[src/rtl/flash_protect_pkg.sv]
// Behaviour
// RL1: scheme bit picks range or lock-bit protection
// RL2: invert bit swaps protected and writable areas
// RL3: granule bit picks 64 kB or 4 kB units
// RL4: direction bit picks top-down or bottom-up range
// RL5: program/erase inside selected extent is rejected
// RL6: invert 0, 64 kB: none, top/bottom sizes, all
// RL7: invert 0, 4 kB: 4..32 kB ranges, all, none
// RL8: invert 1, 64 kB: all, all-but-range, none
// RL9: invert 1, 4 kB: leave 4..32 kB free
// RL10: 32 kB erase widens free area to 32 kB
// RL11: 64 kB erase widens free area to 64 kB
// RL12: lock/unlock opcodes set/clear addressed block bit
// RL13: 38 lock bits: 16 top, 16 bottom, 6 middle
// RL14: global lock sets, global unlock clears all bits
// RL15: all lock bits reset to locked
// RL16: scheme bit resets to range scheme, unprotected
// RL17: host unlocks blocks before program or erase
// RL18: both lock-read opcodes behave identically
// RL19: lock field shifted out msb first
// RL20: lock field lsb is one when locked
// RL21: erase opcodes select 64, 32, 4 kB sizes
// RL22: rejected program or erase never reaches array
// RL23: range fields ignored under lock-bit scheme
package flash_protect_pkg;

  // array geometry, byte sizes kept 20 bits wide for overflow-free sums
  localparam int ADDR_W = 19;
  localparam int NUM_LOCK = 38;
  localparam logic [19:0] ARRAY_SIZE = 20'h80000;
  localparam logic [19:0] SZ_PAGE = 20'h00100;
  localparam logic [19:0] SZ_4K = 20'h01000;
  localparam logic [19:0] SZ_8K = 20'h02000;
  localparam logic [19:0] SZ_16K = 20'h04000;
  localparam logic [19:0] SZ_32K = 20'h08000;
  localparam logic [19:0] SZ_64K = 20'h10000;
  localparam logic [19:0] SZ_128K = 20'h20000;
  localparam logic [19:0] SZ_256K = 20'h40000;
  localparam logic [19:0] TOP_BLOCK_BASE = 20'h70000;

  // register byte offsets
  localparam logic [7:0] OFS_PROT_CFG = 8'h00;
  localparam logic [7:0] OFS_INVERT = 8'h04;
  localparam logic [7:0] OFS_SCHEME = 8'h08;
  localparam logic [7:0] OFS_CMD_ADDR = 8'h0c;
  localparam logic [7:0] OFS_CMD = 8'h10;
  localparam logic [7:0] OFS_RESULT = 8'h14;
  localparam logic [7:0] OFS_LOCK_FIELD = 8'h18;
  localparam logic [7:0] OFS_LOCK_LO = 8'h1c;
  localparam logic [7:0] OFS_LOCK_HI = 8'h20;

  // field positions
  localparam int GRANULE_BIT = 6;
  localparam int BOTTOM_BIT = 5;
  localparam int EXTENT_LSB = 2;
  localparam int INVERT_BIT = 6;
  localparam int SCHEME_BIT = 2;
  localparam int RES_GRANTED_BIT = 0;
  localparam int RES_REJECTED_BIT = 1;
  localparam int RES_UNKNOWN_BIT = 2;

  // reset values
  localparam logic [NUM_LOCK-1:0] LOCK_RST = {NUM_LOCK{1'b1}};
  localparam logic [2:0] EXTENT_RST = 3'h0;
  localparam logic GRANULE_RST = 1'b0;
  localparam logic BOTTOM_RST = 1'b0;
  localparam logic INVERT_RST = 1'b0;
  localparam logic SCHEME_RST = 1'b0;

  // opcodes
  localparam logic [7:0] OP_PROGRAM = 8'h02;
  localparam logic [7:0] OP_ERASE_4K = 8'h20;
  localparam logic [7:0] OP_ERASE_32K = 8'h52;
  localparam logic [7:0] OP_ERASE_64K = 8'hd8;
  localparam logic [7:0] OP_LOCK = 8'h36;
  localparam logic [7:0] OP_UNLOCK = 8'h39;
  localparam logic [7:0] OP_GLOBAL_LOCK = 8'h7e;
  localparam logic [7:0] OP_GLOBAL_UNLOCK = 8'h98;
  localparam logic [7:0] OP_READ_LOCK_A = 8'h3c;
  localparam logic [7:0] OP_READ_LOCK_B = 8'h3d;

  localparam logic [1:0] RESP_OKAY = 2'h0;
  localparam logic [1:0] RESP_SLVERR = 2'h2;
  localparam logic [2:0] SHIFT_LAST = 3'h7;

  typedef enum logic [1:0] {
    KIND_PROGRAM = 2'h0,
    KIND_ERASE_4K = 2'h1,
    KIND_ERASE_32K = 2'h2,
    KIND_ERASE_64K = 2'h3
  } op_kind_t;

  typedef enum logic {
    SH_IDLE = 1'b0,
    SH_SHIFT = 1'b1
  } shift_state_t;

endpackage : flash_protect_pkg
[src/rtl/flash_array_write_protection.sv]
// Local design decisions: the AXI4-Lite register port and the placing of the registers.
`timescale 1ns/1ps
module flash_array_write_protection
  import flash_protect_pkg::*;
(
  input wire logic aclk,
  input wire logic aresetn,
  input wire logic awvalid,
  output logic awready,
  input wire logic [7:0] awaddr,
  input wire logic wvalid,
  output logic wready,
  input wire logic [31:0] wdata,
  input wire logic [3:0] wstrb,
  output logic bvalid,
  input wire logic bready,
  output logic [1:0] bresp,
  input wire logic arvalid,
  output logic arready,
  input wire logic [7:0] araddr,
  output logic rvalid,
  input wire logic rready,
  output logic [31:0] rdata,
  output logic [1:0] rresp,
  output logic array_req,
  output logic [1:0] array_kind,
  output logic [ADDR_W-1:0] array_addr,
  output logic lock_so,
  output logic lock_so_valid
);

  // protection configuration
  logic [2:0] extent_q, extent_d;
  logic granule_q, granule_d;
  logic bottom_q, bottom_d;
  logic invert_q, invert_d;
  logic scheme_q, scheme_d;
  logic [NUM_LOCK-1:0] lock_q, lock_d;
  logic [23:0] cmd_addr_q, cmd_addr_d;
  logic [2:0] result_q, result_d;
  logic [7:0] lock_field_q, lock_field_d;
  // bus slave state
  logic aw_hold_q, aw_hold_d;
  logic [7:0] awaddr_q, awaddr_d;
  logic w_hold_q, w_hold_d;
  logic [31:0] wdata_q, wdata_d;
  logic [3:0] wstrb_q, wstrb_d;
  logic bvalid_q, bvalid_d;
  logic [1:0] bresp_q, bresp_d;
  logic rvalid_q, rvalid_d;
  logic [31:0] rdata_q, rdata_d;
  logic [1:0] rresp_q, rresp_d;
  // array request and serial lock output
  logic req_q, req_d;
  op_kind_t kind_q, kind_d;
  logic [ADDR_W-1:0] req_addr_q, req_addr_d;
  shift_state_t sh_state_q, sh_state_d;
  logic [2:0] sh_cnt_q, sh_cnt_d;
  logic [7:0] sh_q, sh_d;
  // combinational helpers
  logic do_write;
  logic [7:0] wr_ofs;
  logic [7:0] rd_ofs;
  logic [7:0] opcode;
  logic [ADDR_W-1:0] op_addr;
  logic [5:0] op_lock_idx;
  logic is_array_op;
  op_kind_t op_kind;
  logic [19:0] op_size;
  logic [19:0] op_lo;
  logic [19:0] op_hi;
  logic [19:0] ext_size;
  logic [19:0] free_size;
  logic [19:0] prot_size;
  logic prot_at_top;
  logic std_hit;
  logic lock_hit;
  logic op_blocked;

  // lock bit index covering one address: bottom 4 kB, top 4 kB, middle 64 kB
  function automatic logic [5:0] lock_index(input logic [ADDR_W-1:0] a);
    if (a[18:16] == 3'h7) return {2'h1, a[15:12]};
    if (a[18:16] != 3'h0) return 6'h1f + {3'h0, a[18:16]};
    return {2'h0, a[15:12]};
  endfunction : lock_index

  // first byte covered by a lock bit
  function automatic logic [19:0] lock_base(input int i);
    if (i < 16) return 20'(i) * SZ_4K;
    if (i < 32) return TOP_BLOCK_BASE + 20'(i - 16) * SZ_4K;
    return 20'(i - 31) * SZ_64K;
  endfunction : lock_base

  // write taken once both halves are held and no response is pending
  assign awready = !aw_hold_q && !bvalid_q;
  assign wready = !w_hold_q && !bvalid_q;
  assign arready = !rvalid_q;
  assign do_write = aw_hold_q && w_hold_q && !bvalid_q;
  assign wr_ofs = {awaddr_q[7:2], 2'h0};
  assign rd_ofs = {araddr[7:2], 2'h0};
  assign opcode = wdata_q[7:0];
  assign op_addr = cmd_addr_q[ADDR_W-1:0];
  assign op_lock_idx = lock_index(op_addr);

  // sort the command into an array operation and its erase footprint
  always_comb begin
    is_array_op = 1'b1;
    op_kind = KIND_PROGRAM;
    op_size = SZ_PAGE;
    unique case (opcode)
      OP_ERASE_4K: begin // RL21
        op_kind = KIND_ERASE_4K;
        op_size = SZ_4K;
      end
      OP_ERASE_32K: begin // RL21
        op_kind = KIND_ERASE_32K;
        op_size = SZ_32K;
      end
      OP_ERASE_64K: begin // RL21
        op_kind = KIND_ERASE_64K;
        op_size = SZ_64K;
      end
      OP_PROGRAM: is_array_op = 1'b1; // page kind and size from the defaults
      default: begin
        is_array_op = 1'b0;
      end
    endcase
    op_lo = {1'b0, op_addr} & ~(op_size - 20'h1);
    op_hi = op_lo + op_size - 20'h1;
  end

  // extent field to a byte size; zero means nothing, array size means all
  always_comb begin
    ext_size = ARRAY_SIZE;
    if (!granule_q) begin // RL3
      unique case (extent_q) // RL6 RL8
        3'h0: ext_size = 20'h0;
        3'h1: ext_size = SZ_64K;
        3'h2: ext_size = SZ_128K;
        3'h3: ext_size = SZ_256K;
        default: ext_size = ARRAY_SIZE;
      endcase
    end else begin
      unique case (extent_q) // RL7 RL9
        3'h0: ext_size = 20'h0;
        3'h1: ext_size = SZ_4K;
        3'h2: ext_size = SZ_8K;
        3'h3: ext_size = SZ_16K;
        3'h4: ext_size = SZ_32K;
        3'h5: ext_size = SZ_32K;
        default: ext_size = ARRAY_SIZE;
      endcase
    end
  end

  // range scheme: inverted map protects all but the free stretch
  always_comb begin
    free_size = ext_size;
    if (invert_q && granule_q && ext_size != 20'h0 && ext_size != ARRAY_SIZE) begin
      // block erases cannot split their own block, so the free end grows
      if (op_kind == KIND_ERASE_32K && free_size < SZ_32K) free_size = SZ_32K; // RL10
      if (op_kind == KIND_ERASE_64K && free_size < SZ_64K) free_size = SZ_64K; // RL11
    end
    prot_size = invert_q ? ARRAY_SIZE - free_size : ext_size; // RL2
    prot_at_top = (bottom_q == invert_q); // RL4 RL2
    std_hit = 1'b0;
    if (prot_size != 20'h0) begin // RL5
      std_hit = prot_at_top ? (op_hi >= ARRAY_SIZE - prot_size) : (op_lo < prot_size);
    end
  end

  // lock scheme: any covering lock bit bars the whole operation
  always_comb begin
    lock_hit = 1'b0;
    for (int i = 0; i < NUM_LOCK; i++) begin
      if (lock_q[i] && lock_base(i) <= op_hi &&
          lock_base(i) + ((i >= 32) ? SZ_64K : SZ_4K) > op_lo) begin
        lock_hit = 1'b1;
      end
    end
  end

  // range fields play no part while lock bits are in charge
  assign op_blocked = scheme_q ? lock_hit : std_hit; // RL1 RL23

  // register writes, command execution and the write responses
  always_comb begin
    aw_hold_d = aw_hold_q;
    awaddr_d = awaddr_q;
    w_hold_d = w_hold_q;
    wdata_d = wdata_q;
    wstrb_d = wstrb_q;
    bvalid_d = bvalid_q;
    bresp_d = bresp_q;
    extent_d = extent_q;
    granule_d = granule_q;
    bottom_d = bottom_q;
    invert_d = invert_q;
    scheme_d = scheme_q;
    lock_d = lock_q;
    cmd_addr_d = cmd_addr_q;
    result_d = result_q;
    lock_field_d = lock_field_q;
    req_d = 1'b0;
    kind_d = kind_q;
    req_addr_d = req_addr_q;
    sh_state_d = sh_state_q;
    sh_cnt_d = sh_cnt_q;
    sh_d = sh_q;
    if (awvalid && awready) begin
      aw_hold_d = 1'b1;
      awaddr_d = awaddr;
    end
    if (wvalid && wready) begin
      w_hold_d = 1'b1;
      wdata_d = wdata;
      wstrb_d = wstrb;
    end
    if (bvalid_q && bready) begin
      bvalid_d = 1'b0;
    end
    // serial lock field, one bit per clock, msb first
    if (sh_state_q == SH_SHIFT) begin // RL19
      sh_d = {sh_q[6:0], 1'b0};
      sh_cnt_d = sh_cnt_q + 3'h1;
      if (sh_cnt_q == SHIFT_LAST) sh_state_d = SH_IDLE;
    end
    if (do_write) begin
      aw_hold_d = 1'b0;
      w_hold_d = 1'b0;
      bvalid_d = 1'b1;
      bresp_d = RESP_OKAY;
      unique case (wr_ofs)
        OFS_PROT_CFG: begin
          if (wstrb_q[0]) begin
            extent_d = wdata_q[EXTENT_LSB +: 3];
            granule_d = wdata_q[GRANULE_BIT];
            bottom_d = wdata_q[BOTTOM_BIT];
          end
        end
        OFS_INVERT: begin
          if (wstrb_q[0]) begin
            invert_d = wdata_q[INVERT_BIT];
          end
        end
        OFS_SCHEME: begin
          if (wstrb_q[0]) begin
            scheme_d = wdata_q[SCHEME_BIT];
          end
        end
        OFS_CMD_ADDR: begin
          for (int b = 0; b < 3; b++) begin
            if (wstrb_q[b]) begin
              cmd_addr_d[8*b +: 8] = wdata_q[8*b +: 8];
            end
          end
        end
        OFS_CMD: begin
          if (wstrb_q[0]) begin
            result_d = 3'h0;
            if (opcode == OP_LOCK) begin
              lock_d[op_lock_idx] = 1'b1; // RL12 RL13
            end else if (opcode == OP_UNLOCK) begin
              lock_d[op_lock_idx] = 1'b0; // RL12 RL13
            end else if (opcode == OP_GLOBAL_LOCK) begin
              lock_d = {NUM_LOCK{1'b1}}; // RL14
            end else if (opcode == OP_GLOBAL_UNLOCK) begin
              lock_d = {NUM_LOCK{1'b0}}; // RL14
            end else if (opcode == OP_READ_LOCK_A || opcode == OP_READ_LOCK_B) begin // RL18
              lock_field_d = {7'h0, lock_q[op_lock_idx]}; // RL20
              sh_d = {7'h0, lock_q[op_lock_idx]};
              sh_cnt_d = 3'h0;
              sh_state_d = SH_SHIFT; // RL19
            end else if (is_array_op) begin
              // a barred request is dropped here and never reaches the array
              if (op_blocked) begin // RL22 RL17
                result_d[RES_REJECTED_BIT] = 1'b1;
              end else begin
                result_d[RES_GRANTED_BIT] = 1'b1;
                req_d = 1'b1;
                kind_d = op_kind;
                req_addr_d = op_lo[ADDR_W-1:0];
              end
            end else begin
              result_d[RES_UNKNOWN_BIT] = 1'b1;
            end
          end
        end
        OFS_RESULT, OFS_LOCK_FIELD, OFS_LOCK_LO, OFS_LOCK_HI: begin
          bresp_d = RESP_OKAY;
        end
        default: begin
          bresp_d = RESP_SLVERR;
        end
      endcase
    end
  end

  // read channel: data captured at the address handshake
  always_comb begin
    rvalid_d = rvalid_q;
    rdata_d = rdata_q;
    rresp_d = rresp_q;
    if (rvalid_q && rready) begin
      rvalid_d = 1'b0;
    end
    if (arvalid && arready) begin
      rvalid_d = 1'b1;
      rresp_d = RESP_OKAY;
      rdata_d = 32'h0;
      unique case (rd_ofs)
        OFS_PROT_CFG: begin
          rdata_d[EXTENT_LSB +: 3] = extent_q;
          rdata_d[GRANULE_BIT] = granule_q;
          rdata_d[BOTTOM_BIT] = bottom_q;
        end
        OFS_INVERT: rdata_d[INVERT_BIT] = invert_q;
        OFS_SCHEME: rdata_d[SCHEME_BIT] = scheme_q;
        OFS_CMD_ADDR: rdata_d[23:0] = cmd_addr_q;
        OFS_CMD: rdata_d = 32'h0;
        OFS_RESULT: rdata_d[2:0] = result_q;
        OFS_LOCK_FIELD: rdata_d[7:0] = lock_field_q; // RL20
        OFS_LOCK_LO: rdata_d = lock_q[31:0];
        OFS_LOCK_HI: rdata_d[5:0] = lock_q[NUM_LOCK-1:32];
        default: rresp_d = RESP_SLVERR;
      endcase
    end
  end

  // state registers; lock bits come up set, scheme comes up range-based
  always_ff @(posedge aclk) begin
    if (!aresetn) begin
      aw_hold_q <= 1'b0;
      awaddr_q <= 8'h0;
      w_hold_q <= 1'b0;
      wdata_q <= 32'h0;
      wstrb_q <= 4'h0;
      bvalid_q <= 1'b0;
      bresp_q <= RESP_OKAY;
      rvalid_q <= 1'b0;
      rdata_q <= 32'h0;
      rresp_q <= RESP_OKAY;
      extent_q <= EXTENT_RST;
      granule_q <= GRANULE_RST;
      bottom_q <= BOTTOM_RST;
      invert_q <= INVERT_RST;
      scheme_q <= SCHEME_RST; // RL16
      lock_q <= LOCK_RST; // RL15
      cmd_addr_q <= 24'h0;
      result_q <= 3'h0;
      lock_field_q <= 8'h0;
      req_q <= 1'b0;
      kind_q <= KIND_PROGRAM;
      req_addr_q <= '0;
      sh_state_q <= SH_IDLE;
      sh_cnt_q <= 3'h0;
      sh_q <= 8'h0;
    end else begin
      aw_hold_q <= aw_hold_d;
      awaddr_q <= awaddr_d;
      w_hold_q <= w_hold_d;
      wdata_q <= wdata_d;
      wstrb_q <= wstrb_d;
      bvalid_q <= bvalid_d;
      bresp_q <= bresp_d;
      rvalid_q <= rvalid_d;
      rdata_q <= rdata_d;
      rresp_q <= rresp_d;
      extent_q <= extent_d;
      granule_q <= granule_d;
      bottom_q <= bottom_d;
      invert_q <= invert_d;
      scheme_q <= scheme_d;
      lock_q <= lock_d;
      cmd_addr_q <= cmd_addr_d;
      result_q <= result_d;
      lock_field_q <= lock_field_d;
      req_q <= req_d;
      kind_q <= kind_d;
      req_addr_q <= req_addr_d;
      sh_state_q <= sh_state_d;
      sh_cnt_q <= sh_cnt_d;
      sh_q <= sh_d;
    end
  end

  // outputs straight from flops
  assign bvalid = bvalid_q;
  assign bresp = bresp_q;
  assign rvalid = rvalid_q;
  assign rdata = rdata_q;
  assign rresp = rresp_q;
  assign array_req = req_q;
  assign array_kind = kind_q;
  assign array_addr = req_addr_q;
  assign lock_so = sh_q[7];
  assign lock_so_valid = (sh_state_q == SH_SHIFT);

endmodule : flash_array_write_protection

[config.mk]
export PLATFORM = sky130hd
export DESIGN_NAME = flash_array_write_protection
export DESIGN_NICKNAME = d
export VERILOG_FILES = /design/src/rtl/flash_protect_pkg.sv /design/src/rtl/flash_array_write_protection.sv
export SDC_FILE = /design/constraint.sdc
export NUM_CORES = 1
export LEC_CHECK = 0
export BUFFER_PORTS_ARGS = -buffer_cell sky130_fd_sc_hd__buf_2
export CAP_MARGIN = 10
export CORE_MARGIN = 2
export CORE_UTILIZATION = 30
export CTS_CLUSTER_DIAMETER = 150
export DETAILED_ROUTE_END_ITERATION = 8
export REMOVE_ABC_BUFFERS = 1
export SYNTH_ARGS = -nofsm -noshare
export SYNTH_HDL_FRONTEND = slang
export SYNTH_SLANG_ARGS = --single-unit
[constraint.sdc]
create_clock -name aclk -period 12.8 [get_ports aclk]
set_input_delay 2.56 -clock aclk [delete_from_list [all_inputs] [get_ports aclk]]
set_output_delay 2.56 -clock aclk [all_outputs]
set_load 0.02 [all_outputs]
==> run_results.csv <==
group,metric,value,unit
logic_synthesis,synth_top_area_cell,"dfxtp_1",
logic_synthesis,seq_area_frac_synth,30.54,%
logic_synthesis,synth_edf_count,0,
global_routing,track_usage,18.82,%
pwr,p_leak,5.084,nW
final_layout,fin_util,33.89,%
outcome,status,"finished, final reports clean",
final_layout,layout.cells.non_filler,1932,
logic_synthesis,synth-async-reset-ratio,0,%
worst_setup_path,crit_type,"register to register",
worst_hold_path,min_path_cells,2,
worst_setup_path,cp_slowest_cell,"dfxtp_1",
drt,drt_iter0_markers,1053,
logic_synthesis,syn-instance-count,1422,
global_routing,antenna_found_initial,0,
cts,cts_tree,"done",
worst_hold_path,hp-class,"register to register",
cts,clkTransAtPathRegs,0.07,ns
sta,final.setup.tns,0,ns
final_layout,fin_nets,1544,
logic_synthesis,yosysMostFrequentCell,"dfxtp_1",
worst_hold_path,holdPathEnd,"array_kind[1]",
floorplan,fp.dieW,196.7,µm
cts,worstSkewPairLatency,0.45,ns
logic_synthesis,synth_common_cells,"170 x dfxtp_1, 160 x nand2_1, 149 x nor2_1",
logic_synthesis,ys_ff_latch,170,
worst_setup_path,worst_path_largest_cell_delay,0.61,ns
worst_setup_path,cp_max_fo,14,
worst_setup_path,path_buf_inv,1,
cts,cts_setup_buffers,0,
drt,routedWlPerCell,18.69,µm
logic_synthesis,synth_top_area_share,30.54,%
worst_setup_path,rr_startpoint,"wdata_q[4]",
worst_setup_path,cp-start-kind,"register",
cts,numClockSinks,170,
cts,h-tree-depth,4,
sta,clock_skew,0.01116,ns
place,placed_area,0.01177,mm²
sta,worst_slew_pin_slew,1.144,ns
sta,hold_slack,0.4574,ns
drt,vias_per_cell,5.445,
logic_synthesis,synth_flop_cell,"dfxtp_1",
floorplan,core,0.03661,mm²
sta,post-route-period-util,48.90,%
worst_setup_path,path_cells,"nor3b_4 > o211ai_2 > nand2_1 > inv_1 > ha_1 > o211ai_2 > o21bai_1 > o21ai_1 > a311o_1 > ha_1 > and4_1 > a2111oi_0 > o211ai_1 > o311ai_1 > o31ai_1 > nor2_4 > mux2i_1",
pwr,ir_drop,0.00009865,V
final_layout,final_area,0.01241,mm²
sta,worst_slack,6.541,ns
place,place.gp.congestion,0.9181,
sta,setup_viol,0,
cts,cts_resized,0,
worst_setup_path,rr_worst_depth,17,
worst_hold_path,min_from,"array_kind[1]",
place,dp.cells,1899,
global_routing,grt_pass1_vias,9913,
sta,period_minus_slack,6.259,ns
flow_run,cap_violations,0,
pwr,p_per_area,101.3,mW/mm²
logic_synthesis,synth.area.top_cells,"dfxtp_1 31%, mux2i_1 7.6%, o21ai_0 5.8%, nand2_1 5.4%, nor2_1 5.0%",
logic_synthesis,synth_cell_type_count,104,
sta,rsz0062_at_grt,"false",
cts,cts_hold_buf,0,
worst_setup_path,reg2reg_to,"array_addr[16]",
sta,maxClockFrequency,0.1598,GHz
sta,slew_headroom,23.52,%
worst_setup_path,cp.depth,17,
final_layout,area_growth,11.34,%
worst_setup_path,cp_top_family,"compound AO/OA/AOI/OAI gates",
floorplan,num_rows,70,
place,dpl.hpwl,26130,µm
logic_synthesis,ys_warn_count,0,
cts,cts_buffer_depth,2,
drt,drt-total-wl,36110,µm
logic_synthesis,netlist_area,0.01114,mm²
worst_setup_path,worstPathArrival,6.63,ns
place,port_buffers,100,
floorplan,start_util,30.44,%
global_routing,grt_max_degree,98,
worst_setup_path,reg2reg_setup_slack,6.54,ns
sta,finalHoldViolations,0,
floorplan,io_pins,124,
global_routing,grt-ovfl-total,0,
logic_synthesis,syn_avg_cell_area,7.836,µm²
drt,vias,10520,
sta,slew_viol_final,0,
drt,ant_nets,0,
pwr,p_total,1.257,mW
worst_setup_path,cp-end-kind,"register",
floorplan,die_h,196.7,µm
cts,root_buffer,"clkbuf_16",
drt,drc,0,
floorplan,dieArea,0.03870,mm²
worst_setup_path,critPathRequiredTime,13.18,ns
global_routing,grt_first_pass_wirelength,57060,µm
drt,firstDrtPassIters,8,
place,dp_slack,6.616,ns
cts,cts_buffers,17,
final_layout,drive_gt1_share,12.92,%
## layer usage
layer | GRT usage, % | up-vias | wire (µm)
met1 | 25.52 | 4952 | 16270
met4 | 7.380 | 0 | 1089
met3 | 3.542 | 59 | 2368
met5 | 0 | - | 0
met2 | 29.52 | 388 | 16380
li1 | - | 5121 | -
## worst max-delay path by stage
stage / start / to / slack [ns]
5_1_grt: wdata_q[4] / array_addr[16] / 5.90
3_3_place_gp: wdata_q[3] / array_addr[10] / 6.72
6_report: wdata_q[4] / array_addr[16] / 6.54
3_5_place_dp: wdata_q[4] / array_addr[16] / 6.62
4_1_cts: wdata_q[4] / array_addr[16] / 6.60
2_1_floorplan: wdata_q[4] / array_addr[10] / 7.51
## logic make-up (layout without fill, tap and decap cells)
family | Yosys count | in the layout | synth area share (%)
muxes | 90 | 90 | 8.365
buffers and inverters | 147 | 179 | 6.333
xor gates and xnor gates | 14 | 14 | 1.100
DFF | 170 | 170 | 30.54
adders and majority gates | 37 | 37 | 4.110
and+or+nand+nor | 586 | 586 | 26.65
AOI/OAI and AO/OA | 377 | 377 | 22.87
other | 1 | 11 | 0.03365
## state kept, by name, indices dropped and copies added, names as in the netlist, 3 cells and up
name / cells
result_q: 3
wdata_q: 24
rdata: 32
sh_q: 8
array_addr: 11
cmd_addr_q: 24
sh_cnt_q: 3
lock_q: 38
wstrb_q: 3
extent_q: 3
awaddr_q: 6
## report_power, final
| group | leakage, nW | internal [mW] | switching [mW] |
|---|---|---|---|
| Combinational | 3.40 | 0.0562 | 0.0869 |
| Sequential | 1.38 | 0.538 | 0.0125 |
| Clock | 0.304 | 0.315 | 0.247 |
## tightest hold or removal path, delay by kind of cell (launching register included)
family | cells | cell delay, ns
flops | 1 | 0.31
mux | 1 | 0.05
simple gates | 1 | 0.05
## cells in the final DEF, fill, tap and decap left out, types with 9 or more instances in the layout
cell and count:
dfxtp_1 170, nand2_1 159, nor2_1 149, o21ai_0 130, buf_2 99, mux2i_1 85, nor2b_1 76, nand3_1 65
a21oi_1 53, inv_1 36, ha_1 35, a21boi_0 33, nor3_1 31, clkbuf_16 17, and2_1 16, a22oi_1 15
o211ai_1 14, nand4_1 12, nor4_1 11, and3_1 10, a21o_1 10, conb_1 10, buf_4 10, nand2b_1 9
xor2_1 9, a221oi_1 9
## area by class of cell
class	count	area, µm²
clock inverters	14	202.7
repair buffers	109	570.5
clock buffers	18	429.2
inverters	38	142.6
well taps	468	585.6
diodes	1	2.502
fillers	3878	24200
flip-flops and latches	170	3403
multi-input cells	1114	7071
Note: power is estimated with default switching activity, not from simulation.
